File: config.mk
export PLATFORM = sky130hd
export DESIGN_NAME = lpc_wait_stop_ctrl
export DESIGN_NICKNAME = d
export VERILOG_FILES = /design/src/common/lpc_pkg.sv /design/src/rtl/lpc_wait_stop_ctrl.sv
export SDC_FILE = /design/constraint.sdc
export NUM_CORES = 1
export LEC_CHECK = 0
export BUFFER_PORTS_ARGS = -buffer_cell sky130_fd_sc_hd__buf_4
export CAP_MARGIN = 10
export CORE_MARGIN = 5
export CORE_UTILIZATION = 40
export DETAILED_ROUTE_END_ITERATION = 16
export PLACE_DENSITY = 0.7
export SLEW_MARGIN = 10
export SYNTH_ARGS = -nofsm -noshare
export SYNTH_HDL_FRONTEND = slang
export SYNTH_SLANG_ARGS = --single-unit
File: constraint.sdc
create_clock -name sys_clk -period 3 [get_ports sys_clk]
set_clock_uncertainty 0.2 [all_clocks]
set_input_delay 0.15 -clock sys_clk [delete_from_list [all_inputs] [get_ports sys_clk]]
set_output_delay 0.15 -clock sys_clk [all_outputs]
set_load 0.02 [all_outputs]
File: src/common/lpc_pkg.sv
// constants, register map and state codes of the low-power wait/stop control
// assumes one 200 MHz core clock and an APB master for software access
package lpc_pkg;

  // apb byte addresses
  localparam logic [7:0] LPC_ADDR_CTRL = 8'h00;
  localparam logic [7:0] LPC_ADDR_STATUS = 8'h04;

  // control register bit positions
  localparam int LPC_CTRL_RESTART_DELAY_EN = 0;
  localparam int LPC_CTRL_CONV_POWER_UP = 1;
  localparam int LPC_CTRL_SERIAL_EN = 2;
  localparam int LPC_CTRL_TX_EN = 3;
  localparam int LPC_CTRL_RX_EN = 4;
  localparam int LPC_CTRL_WATCHDOG_OFF = 5;
  localparam logic [5:0] LPC_CTRL_RESET = 6'h01;

  // status register field positions
  localparam int LPC_STAT_STATE_LSB = 0;
  localparam int LPC_STAT_ACT_LSB = 3;
  localparam int LPC_STAT_HALT = 5;

  // oscillator restart delay in oscillator cycles
  localparam int LPC_OSC_DELAY_CYCLES = 4064;
  localparam logic [15:0] LPC_CNT_ZERO = 16'h0000;
  localparam logic [15:0] LPC_CNT_ONE = 16'h0001;

  typedef enum logic [2:0] {
    LPC_RUN = 3'b000,
    LPC_WAIT_STACK = 3'b001,
    LPC_WAIT_IDLE = 3'b010,
    LPC_STOP = 3'b011,
    LPC_OSC_DELAY = 3'b100,
    LPC_WAKE_ACT = 3'b101,
    LPC_XSTACK = 3'b110
  } lpc_state_t;

  // what to do once the oscillator is stable again
  typedef enum logic [1:0] {
    LPC_ACT_NONE = 2'b00,
    LPC_ACT_RESUME = 2'b01,
    LPC_ACT_RESET = 2'b10,
    LPC_ACT_NMI = 2'b11
  } lpc_act_t;

endpackage

File: src/rtl/lpc_wait_stop_ctrl.sv
// low-power wait and stop sequencing with apb control/status registers
// assumes cpu sequencer handshakes are synchronous single-cycle pulses
// and pin levels are already synchronous to sys_clk
`timescale 1ns/1ps
module lpc_wait_stop_ctrl
  import lpc_pkg::*;
#(
  parameter int OSC_DELAY = LPC_OSC_DELAY_CYCLES // oscillator cycles
) (
  input wire logic sys_clk, // core clock
  input wire logic srst, // synchronous reset, high
  input wire logic porFlag, // reset cause is power-on
  input wire logic stopExec, // stop instruction executing, pulse
  input wire logic haltUntilIrqExec, // wait opcode executing, pulse
  input wire logic stackDone, // cpu finished stacking, pulse
  input wire logic stopDisable, // condition code stop-disable flag
  input wire logic irqMask, // condition code interrupt mask flag
  input wire logic nmiMask, // condition code nonmaskable mask flag
  input wire logic [15:0] ccStackAddr, // where cc byte was stacked
  input wire logic irqPin_n, // maskable external request, low
  input wire logic irqEdgeLatched, // pending edge-triggered request
  input wire logic nonmaskableExtRequest_n, // nonmaskable pin, low
  input wire logic resetPin_n, // reset pin level, low
  input wire logic periphIrq, // any enabled internal interrupt
  input wire logic psel, // apb select
  input wire logic penable, // apb enable
  input wire logic pwrite, // apb direction
  input wire logic [7:0] paddr, // apb byte address
  input wire logic [31:0] pwdata, // apb write data
  input wire logic [3:0] pstrb, // apb byte strobes
  output logic [31:0] prdata, // apb read data
  output logic pready, // apb ready
  output logic pslverr, // apb error, unmapped address
  output logic cpuHalt, // cpu clocks off
  output logic oscEnable, // crystal oscillator running
  output logic periphClkEn, // peripheral clock tree
  output logic timerClkEn, // free-running timer clock
  output logic adcPowerEn, // converter supply on
  output logic spiClkEn, // serial peripheral clock
  output logic txClkEn, // transmitter clock
  output logic rxClkEn, // receiver clock
  output logic retainHold, // freeze pins, cpu state and ram
  output logic stackReq, // ask cpu to stack registers, pulse
  output logic busRdReq, // idle read cycle request, level
  output logic [15:0] busRdAddr, // idle read address
  output logic resumeNext, // continue after stop, pulse
  output logic serviceIrq, // fetch highest-priority vector, pulse
  output logic setMasks, // set nonmaskable and irq masks, pulse
  output logic stopNop, // stop treated as no-op, pulse
  output logic resetSeq // start normal reset sequence, pulse
);

  typedef struct packed {
    lpc_state_t state;
    lpc_act_t action;
    logic [15:0] dlyCnt;
    logic [5:0] ctrl;
    logic [31:0] prdata;
    logic pready;
    logic pslverr;
    logic cpuHalt;
    logic oscEnable;
    logic periphClkEn;
    logic timerClkEn;
    logic adcPowerEn;
    logic spiClkEn;
    logic txClkEn;
    logic rxClkEn;
    logic retainHold;
    logic stackReq;
    logic busRdReq;
    logic [15:0] busRdAddr;
    logic resumeNext;
    logic serviceIrq;
    logic setMasks;
    logic stopNop;
    logic resetSeq;
  } lpc_regs_t;

  lpc_regs_t cur_ff;
  lpc_regs_t nxt_cur;

  localparam logic [15:0] DELAY_LAST = 16'(OSC_DELAY - 1);

  // maskable request as seen by the wake logic, level or latched edge
  function automatic logic irqActive(input logic pinN, input logic edgeP,
                                     input logic mask);
    irqActive = (!pinN || edgeP) && !mask;
  endfunction

  logic irqWake;
  logic nmiLow;
  logic waitWake;
  logic apbAccess;

  assign irqWake = irqActive(irqPin_n, irqEdgeLatched, irqMask);
  assign nmiLow = !nonmaskableExtRequest_n;
  // wait ends on any unmasked source, internal ones included
  assign waitWake = irqWake || (nmiLow && !nmiMask) ||
                    (periphIrq && !irqMask);
  assign apbAccess = psel && penable && !cur_ff.pready;

  always_comb begin
    nxt_cur = cur_ff;
    // pulses last one cycle unless re-asserted below
    nxt_cur.stackReq = 1'b0;
    nxt_cur.resumeNext = 1'b0;
    nxt_cur.serviceIrq = 1'b0;
    nxt_cur.setMasks = 1'b0;
    nxt_cur.stopNop = 1'b0;
    nxt_cur.resetSeq = 1'b0;
    nxt_cur.dlyCnt = LPC_CNT_ZERO;

    unique case (cur_ff.state)
      LPC_RUN: begin
        if (stopExec && !stopDisable) begin
          nxt_cur.state = LPC_STOP;
        end else if (stopExec) begin
          nxt_cur.stopNop = 1'b1;
        end else if (haltUntilIrqExec) begin
          nxt_cur.stackReq = 1'b1;
          nxt_cur.busRdAddr = ccStackAddr;
          nxt_cur.state = LPC_WAIT_STACK;
        end
      end
      LPC_WAIT_STACK: begin
        // idle reads begin only once the registers are safely stacked; cpuHalt is already high here
        if (stackDone) begin
          nxt_cur.state = LPC_WAIT_IDLE;
        end
      end
      LPC_WAIT_IDLE: begin
        if (waitWake) begin
          nxt_cur.serviceIrq = 1'b1;
          // nonmaskable wins priority, so both masks go up
          nxt_cur.setMasks = nmiLow && !nmiMask;
          nxt_cur.state = LPC_RUN;
        end
      end
      LPC_STOP: begin
        // reset pin first, then nonmaskable, then maskable
        if (!resetPin_n) begin
          nxt_cur.action = LPC_ACT_RESET;
          nxt_cur.ctrl[LPC_CTRL_RESTART_DELAY_EN] = 1'b1;
          nxt_cur.state = LPC_OSC_DELAY;
        end else if (nmiLow || irqWake) begin
          // masked nonmaskable wake just continues, nothing pending
          if (nmiLow && !nmiMask) begin
            nxt_cur.action = LPC_ACT_NMI;
          end else begin
            nxt_cur.action = LPC_ACT_RESUME;
          end
          nxt_cur.state = cur_ff.ctrl[LPC_CTRL_RESTART_DELAY_EN] ?
                          LPC_OSC_DELAY : LPC_WAKE_ACT;
        end
      end
      LPC_OSC_DELAY: begin
        // counts oscillator cycles once the oscillator is back on
        if (cur_ff.dlyCnt == DELAY_LAST) begin
          nxt_cur.state = LPC_WAKE_ACT;
        end else begin
          nxt_cur.dlyCnt = cur_ff.dlyCnt + LPC_CNT_ONE;
        end
      end
      LPC_WAKE_ACT: begin
        nxt_cur.state = LPC_RUN;
        unique case (cur_ff.action)
          LPC_ACT_RESUME: begin
            nxt_cur.resumeNext = 1'b1;
          end
          LPC_ACT_RESET: begin
            nxt_cur.resetSeq = 1'b1;
            nxt_cur.ctrl = LPC_CTRL_RESET;
          end
          LPC_ACT_NMI: begin
            nxt_cur.stackReq = 1'b1;
            nxt_cur.state = LPC_XSTACK;
          end
          LPC_ACT_NONE: begin
          end
        endcase
        nxt_cur.action = LPC_ACT_NONE;
      end
      LPC_XSTACK: begin
        // masks rise only after the condition code byte is on the stack
        if (stackDone) begin
          nxt_cur.serviceIrq = 1'b1;
          nxt_cur.setMasks = 1'b1;
          nxt_cur.state = LPC_RUN;
        end
      end
      default: begin
        nxt_cur.state = LPC_RUN;
      end
    endcase

    // apb slave: one wait state, then answer
    nxt_cur.pready = apbAccess;
    nxt_cur.pslverr = 1'b0;
    nxt_cur.prdata = 32'h0000_0000;
    if (apbAccess) begin
      if (paddr == LPC_ADDR_CTRL) begin
        if (pwrite && pstrb[0]) begin
          nxt_cur.ctrl = pwdata[5:0];
        end
        nxt_cur.prdata = {26'h000_0000, cur_ff.ctrl};
      end else if (paddr == LPC_ADDR_STATUS) begin
        // read-only; writes are dropped without error
        nxt_cur.prdata = {26'h000_0000, cur_ff.cpuHalt, cur_ff.action,
                          cur_ff.state};
      end else begin
        nxt_cur.pslverr = 1'b1;
      end
    end

    // a reset caught in stop must not lose its forced delay bit
    if (cur_ff.state == LPC_STOP && !resetPin_n) begin
      nxt_cur.ctrl[LPC_CTRL_RESTART_DELAY_EN] = 1'b1;
    end

    // clock gating, derived from the next state so outputs are registered
    nxt_cur.cpuHalt = nxt_cur.state != LPC_RUN;
    nxt_cur.oscEnable = nxt_cur.state != LPC_STOP;
    nxt_cur.periphClkEn = nxt_cur.state != LPC_STOP &&
                          nxt_cur.state != LPC_OSC_DELAY;
    nxt_cur.retainHold = nxt_cur.state == LPC_STOP ||
                         nxt_cur.state == LPC_OSC_DELAY;
    // timer keeps counting in wait unless nobody could need it
    nxt_cur.timerClkEn = nxt_cur.periphClkEn &&
                         !(nxt_cur.state == LPC_WAIT_IDLE && irqMask &&
                           nxt_cur.ctrl[LPC_CTRL_WATCHDOG_OFF]);
    nxt_cur.adcPowerEn = nxt_cur.periphClkEn &&
                         nxt_cur.ctrl[LPC_CTRL_CONV_POWER_UP];
    nxt_cur.spiClkEn = nxt_cur.periphClkEn &&
                       nxt_cur.ctrl[LPC_CTRL_SERIAL_EN];
    nxt_cur.txClkEn = nxt_cur.periphClkEn &&
                      nxt_cur.ctrl[LPC_CTRL_TX_EN];
    nxt_cur.rxClkEn = nxt_cur.periphClkEn &&
                      nxt_cur.ctrl[LPC_CTRL_RX_EN];
    nxt_cur.busRdReq = nxt_cur.state == LPC_WAIT_IDLE;
  end

  // single state register; reset picks delay only for power-on or
  // for a one-cycle reset that lands while the oscillator is stopped
  always_ff @(posedge sys_clk) begin
    if (srst) begin
      cur_ff <= '0;
      cur_ff.ctrl <= LPC_CTRL_RESET;
      cur_ff.oscEnable <= 1'b1;
      cur_ff.cpuHalt <= 1'b1;
      cur_ff.retainHold <= 1'b1;
      cur_ff.state <= (porFlag || cur_ff.state == LPC_STOP) ?
                      LPC_OSC_DELAY : LPC_RUN;
    end else begin
      cur_ff <= nxt_cur;
    end
  end

  assign prdata = cur_ff.prdata;
  assign pready = cur_ff.pready;
  assign pslverr = cur_ff.pslverr;
  assign cpuHalt = cur_ff.cpuHalt;
  assign oscEnable = cur_ff.oscEnable;
  assign periphClkEn = cur_ff.periphClkEn;
  assign timerClkEn = cur_ff.timerClkEn;
  assign adcPowerEn = cur_ff.adcPowerEn;
  assign spiClkEn = cur_ff.spiClkEn;
  assign txClkEn = cur_ff.txClkEn;
  assign rxClkEn = cur_ff.rxClkEn;
  assign retainHold = cur_ff.retainHold;
  assign stackReq = cur_ff.stackReq;
  assign busRdReq = cur_ff.busRdReq;
  assign busRdAddr = cur_ff.busRdAddr;
  assign resumeNext = cur_ff.resumeNext;
  assign serviceIrq = cur_ff.serviceIrq;
  assign setMasks = cur_ff.setMasks;
  assign stopNop = cur_ff.stopNop;
  assign resetSeq = cur_ff.resetSeq;

endmodule

# After elaboration in Yosys (flattened, before gate mapping)

Index checks and enable logic that the tools add are counted.

Register bits after elaboration: 93
Bits in latches: 0
Bits in writable memories: 0
Bits in read-only memories: 0
Bits of input ports: 77
Output and inout bits: 66
Word-level logic and storage cells: 142
Memories kept: 0

$add $sub $neg: 1
Multiply operators: 0
Divide/modulo/power cells: 0
$lt $le $gt $ge: 0
Equal/unequal tests: 17
Shift-type cells: 0
Mux-type cells: 50
Bitwise operators: 6
Reduce and logical (&&, ||, !) cells: 42

Operator list:

| kind                                                   | number |
|---|---|
| two-way mux 16 bit                                     | 6 |
| two-way mux 93 bit                                     | 1 |
| two-way mux 38 bit                                     | 1 |
| two-way mux 6 bit                                      | 5 |
| two-way mux 3 bit                                      | 9 |
| one-hot mux 3 bit (7 select lines)                     | 1 |
| two-way mux 1 bit                                      | 17 |
| adder 16 x 1 -> 16 bit (second input constant)         | 1 |
| equality test 16 x 12 -> 1 bit (second input constant) | 1 |
| logical AND 1 bit                                      | 16 |
| two-way mux 5 bit                                      | 3 |
| equality test 3 x 2 -> 1 bit (second input constant)   | 4 |
| equality test 3 bit (second input constant)            | 4 |
| OR reduction 3 bit                                     | 3 |
| equality test 8 x 3 -> 1 bit (second input constant)   | 1 |
| zero test 1 bit                                        | 8 |
| zero test 8 bit                                        | 1 |
| one-hot mux 2 bit (2 select lines)                     | 2 |
| logical OR 1 bit                                       | 6 |
| two-way mux 2 bit                                      | 3 |
| inequality test 3 bit (second input constant)          | 2 |
| inverter 1 bit                                         | 6 |
| OR reduction 2 bit                                     | 3 |
| equality test 2 bit (second input constant)            | 2 |
| other kinds (9)                                        | 10 |

# Logic depth before layout (Yosys ltp)

Depth in word-level cells: 13
Depth in mapped cells: 7
Gate-level depth less buffers: 6

# Worst setup path before layout

OpenSTA, ideal clock, no wires.

Path type: reg2reg
Start point: register cur_ff[72] (netlist bit)
End point: register cur_ff[82] (netlist bit)
Setup time: 64 ps
Arrival time: 1669 ps
Required time: 2736 ps
Path slack: 1067 ps
Stages on the path, launching flop included: 8
Buffers on the path: 2
Clock period less this slack: 1933 ps
Cell sequence: dfxtp_1 > ha_1 > nand4_1 > nor4_2 > or4_2 > buf_2 > buf_2 > nor2_1

Cells in the longest elaborated chain, start to end: 2
Elaborated cells between the ends (all ways): 3
Classes of those cells: 1 x add/sub; 1 x eq/ne; 1 x reduce/logical

RTL lines:

| item                                                                           | RTL line                  | RTL |
|---|---|---|
| from (decl)                                                                    | lpc_wait_stop_ctrl.sv:80  | `lpc_regs_t cur_ff;` |
| from (signal assigned)                                                         | lpc_wait_stop_ctrl.sv:255 | `cur_ff <= nxt_cur;` |
| parallel branches: the longest is 2 deep, another holds adder 16 x 1 -> 16 bit | --                        |  |

Parallel ways; which one is timed is not known.
A chain may end at the register's enable or synchronous reset.

# Final worst setup path

Start point: register cur_ff[92] (netlist bit)
End point: register cur_ff[70] (netlist bit)

Cells in the longest elaborated chain, start to end: 5

RTL lines:

| item                  | RTL line                  | RTL |
|---|---|---|
| equality test 3 bit * | lpc_wait_stop_ctrl.sv:114 | `unique case (cur_ff.state)` |
| two-way mux 5 bit *   | lpc_wait_stop_ctrl.sv:114 |  |
| two-way mux 6 bit     | lpc_wait_stop_ctrl.sv:203 | `if (pwrite && pstrb[0]) begin` |
| two-way mux 6 bit     | lpc_wait_stop_ctrl.sv:202 | `if (paddr == LPC_ADDR_CTRL) begin` |
| two-way mux 38 bit *  | lpc_wait_stop_ctrl.sv:201 | `if (apbAccess) begin` |

Every way passes the cells marked *; elsewhere a longest branch is shown, timed or not.

==> impl_metrics.toml <==
[run_status]
outcome = "finished, final reports clean"

[power_and_ir_drop]
ir_worst_vdd_mv = 0.249
cellPowerDensity_nw_per_um2 = 510
p_total_mw = 2.07
total_leakage_power_nw = 1.76

[routing]
antenna_left = 0
pre_antenna_drt_iters = 4
post_drt_wl_per_cell_um = 12.8
detail_route.iter0.violations = 111
via_density_per_instance = 4.63
routed_wl_um = 7040
vias = 2542
route.detailed.drc = 0

[logic_synthesis]
synthesized_instance_count = 349
synth_top_family_by_area = "simple AND/OR/NAND/NOR gates"
synth.top_cells.by_area = "sky130_fd_sc_hd__dfxtp_1 44%, sky130_fd_sc_hd__buf_4 12%, sky130_fd_sc_hd__nand2_1 5.9%"
post-synth-top-area-fraction_pct = 44.2
synthXorXnorAreaFrac_pct = 4.04
synth_simple_gate_area_share_pct = 23.7
synth.avg_cell_area_um2 = 8.70
yosys_most_used_dff = "sky130_fd_sc_hd__dfxtp_1"
synth.top_cells.by_count = "67 x sky130_fd_sc_hd__dfxtp_1, 48 x sky130_fd_sc_hd__buf_4, 48 x sky130_fd_sc_hd__nand2_1"
synth-seq-cells = 67
synth.yosys.warnings = 0
seq_total_area_yosys_pct = 44.2
count_of_flip_flops_with_a_built_in_enable_after_synthesis = 0
synth_mux_area_share_pct = 4.28
synth_adder_area_share_pct = 0.412
share_of_the_synthesized_area_in_compound_gates_ao_oa_aoi_oai_pct = 8.57
async_reset_ff_share_pct = 0
synth_top_cell_by_area = "sky130_fd_sc_hd__dfxtp_1"
syn_area_um2 = 3040
synth.distinct_cells = 49
yosysMostFrequentCell = "sky130_fd_sc_hd__dfxtp_1"

[sta]
final_count_of_pins_violating_max_slew = 0
timing_hold_violations_final = 0
fin_crit_sh_pct = 91.1
max_clock_freq_ghz = 0.366
grt_setup_unrepaired = "false"
headroom_to_the_max_slew_limit_pct = 49.9
timing.final.crit_period_ns = 2.73
setup_total_negative_slack_ns = 0
tightestPinTransition_ns = 0.740
report.final.setup_viol = 0

[global_routing]
grt_antenna_before_repair = 0
grt_pass1_vias = 2459
grt_max_degree = 33
grt_first_pass_wirelength_um = 11600
global_route.overflow_total = 0
track_usage_pct = 14.7

[setup_path]
critPathBufInv = 1
cp-end-kind = "flop"
critPathRequiredTime_ns = 3.02
worst_ep_arrival_time_ns = 2.76
kind_of_cell_adding_the_most_delay_to_the_critical_path = "simple AND/OR/NAND/NOR gates"
critical_path.max_stage_delay_ns = 0.63
critPathSlowestCell = "sky130_fd_sc_hd__dfxtp_1"
timing.critical_path.from_type = "flop"
cp_max_fo = 14
path_class = "reg2reg"
path_cells = "nand3b_1 -> or3b_2 -> and2_1 -> mux2i_1 -> nor2_1 -> dlygate4sd3_1"

[clock_tree]
post_cts_resized = 0
root_buffer = "sky130_fd_sc_hd__clkbuf_8"
path_clk_slew_ns = 0.07
cts_hold_buf = 34
cts-buffers-inserted = 9
insertion_delay_ns = 0.33
cts-root-to-sink-buffers = 2
cts_tree = "built"
clock-sinks = 67
htreeDepth = 3
cts_post_setup_buffers_inserted = 0

[cells_and_area]
antenna_cells = 0
num-fill-cells = 689
fin_util_pct = 55.4
largest_register_by_flop_count = "cur_ff"
finish.net_count = 523
largest_register_ff_count = 27
layout-area-overhead-vs-synth_pct = 33.6
drive_above_1_share_pct = 25.1

[die]
start_util_pct = 41.4
floorplan.io_pins = 143
total_die_area_um2 = 9440
coreArea_um2 = 7330
fp.dieW_um = 97.2
dieHeight_um = 97.2
rows = 31

[place]
globalplace.congestion = 0.776
io_buffers = 87
hpwl_reported_at_the_end_of_detailed_placement_um = 4900

[run]
maxCapViolCount = 0

[min_path]
holdCritPathClass = "in2reg"
## cell families (layout without fill, tap and decap cells)
kind of cell,Yosys count,after routing
other,1,26
muxes,13,13
and+or+nand+nor,146,146
xor gates and xnor gates,14,14
AOI/OAI and AO/OA,38,38
buffers and inverters,69,145
adders and majority gates,1,1
DFF,67,67
## tightest hold or removal path, cell delays in order
cell and delay [ns]:
sky130_fd_sc_hd__buf_4 0.10, sky130_fd_sc_hd__nor2_1 0.04, sky130_fd_sc_hd__o22ai_1 0.13, sky130_fd_sc_hd__a211oi_1 0.09
## layer usage
| layer | vias up | routed length (µm) | track usage (%) |
|---|---|---|---|
| met5 | - | 0 | 0 |
| met4 | 0 | 122 | 5.08 |
| met3 | 14 | 470 | 5.31 |
| met2 | 83 | 3470 | 24.8 |
| met1 | 1159 | 2980 | 17.2 |
| li1 | 1286 | - | - |
## where the power goes
group	switching (mW)	leakage (nW)	internal (mW)
combinational	0.153	1.11	0.131
sequential	0.0244	0.543	0.915
clock	0.335	0.113	0.513
total	0.512	1.76	1.56
## layout by cell type (no fill, tap or decap), types with 7 or more instances in the layout
cell type / netlist / layout
sky130_fd_sc_hd__inv_1: 8 / 8
sky130_fd_sc_hd__mux2i_1: 13 / 13
sky130_fd_sc_hd__nand2_1: 48 / 48
sky130_fd_sc_hd__buf_4: 48 / 87
sky130_fd_sc_hd__nor2_1: 44 / 44
sky130_fd_sc_hd__a21oi_1: 19 / 19
sky130_fd_sc_hd__xor2_1: 9 / 9
sky130_fd_sc_hd__dfxtp_1: 67 / 67
sky130_fd_sc_hd__clkbuf_8: 0 / 11
sky130_fd_sc_hd__nand3_1: 7 / 7
sky130_fd_sc_hd__conb_1: 1 / 26
sky130_fd_sc_hd__dlygate4sd3_1: 0 / 34
## final cells by class
| cell class | instances | area (µm²) | area share, % |
|---|---|---|---|
| clock buffers | 12 | 155 | 3.82 |
| clock inverters | 4 | 72.6 | 1.79 |
| inverters | 8 | 30.0 | 0.740 |
| well taps | 99 | 124 | 3.05 |
| repair buffers | 121 | 993 | 24.5 |
| multi-input cells | 238 | 1340 | 33.1 |
| flip-flops and latches | 67 | 1340 | 33.0 |
## final timing paths
path	slack, ns	depth (start not counted)	from	end
hold / removal	0.01	4	nmiMask	cur_ff[89]
setup / recovery	0.27	6	cur_ff[92]	cur_ff[70]
hold reg to reg	0.26	2	busRdAddr[10]	busRdAddr[10]
setup reg to reg	0.27	6	cur_ff[92]	cur_ff[70]
## per-stage QoR
stage | worst slack [ns] | hold slack [ns] | instance area [µm²] | std cells
6_report | 0.268 | 0.0140 | 4060 | 549
3_3_place_gp | 0.710 | 0.171 | 3490 | 499
2_1_floorplan | 1.07 | 0.0339 | 3130 | 374
4_1_cts | 0.274 | 0.0000138 | 4060 | 549
3_5_place_dp | 0.686 | 0.175 | 3490 | 499
5_1_grt | 0.135 | 0.0140 | 4060 | 549
Note: power is estimated with default switching activity, not from simulation.
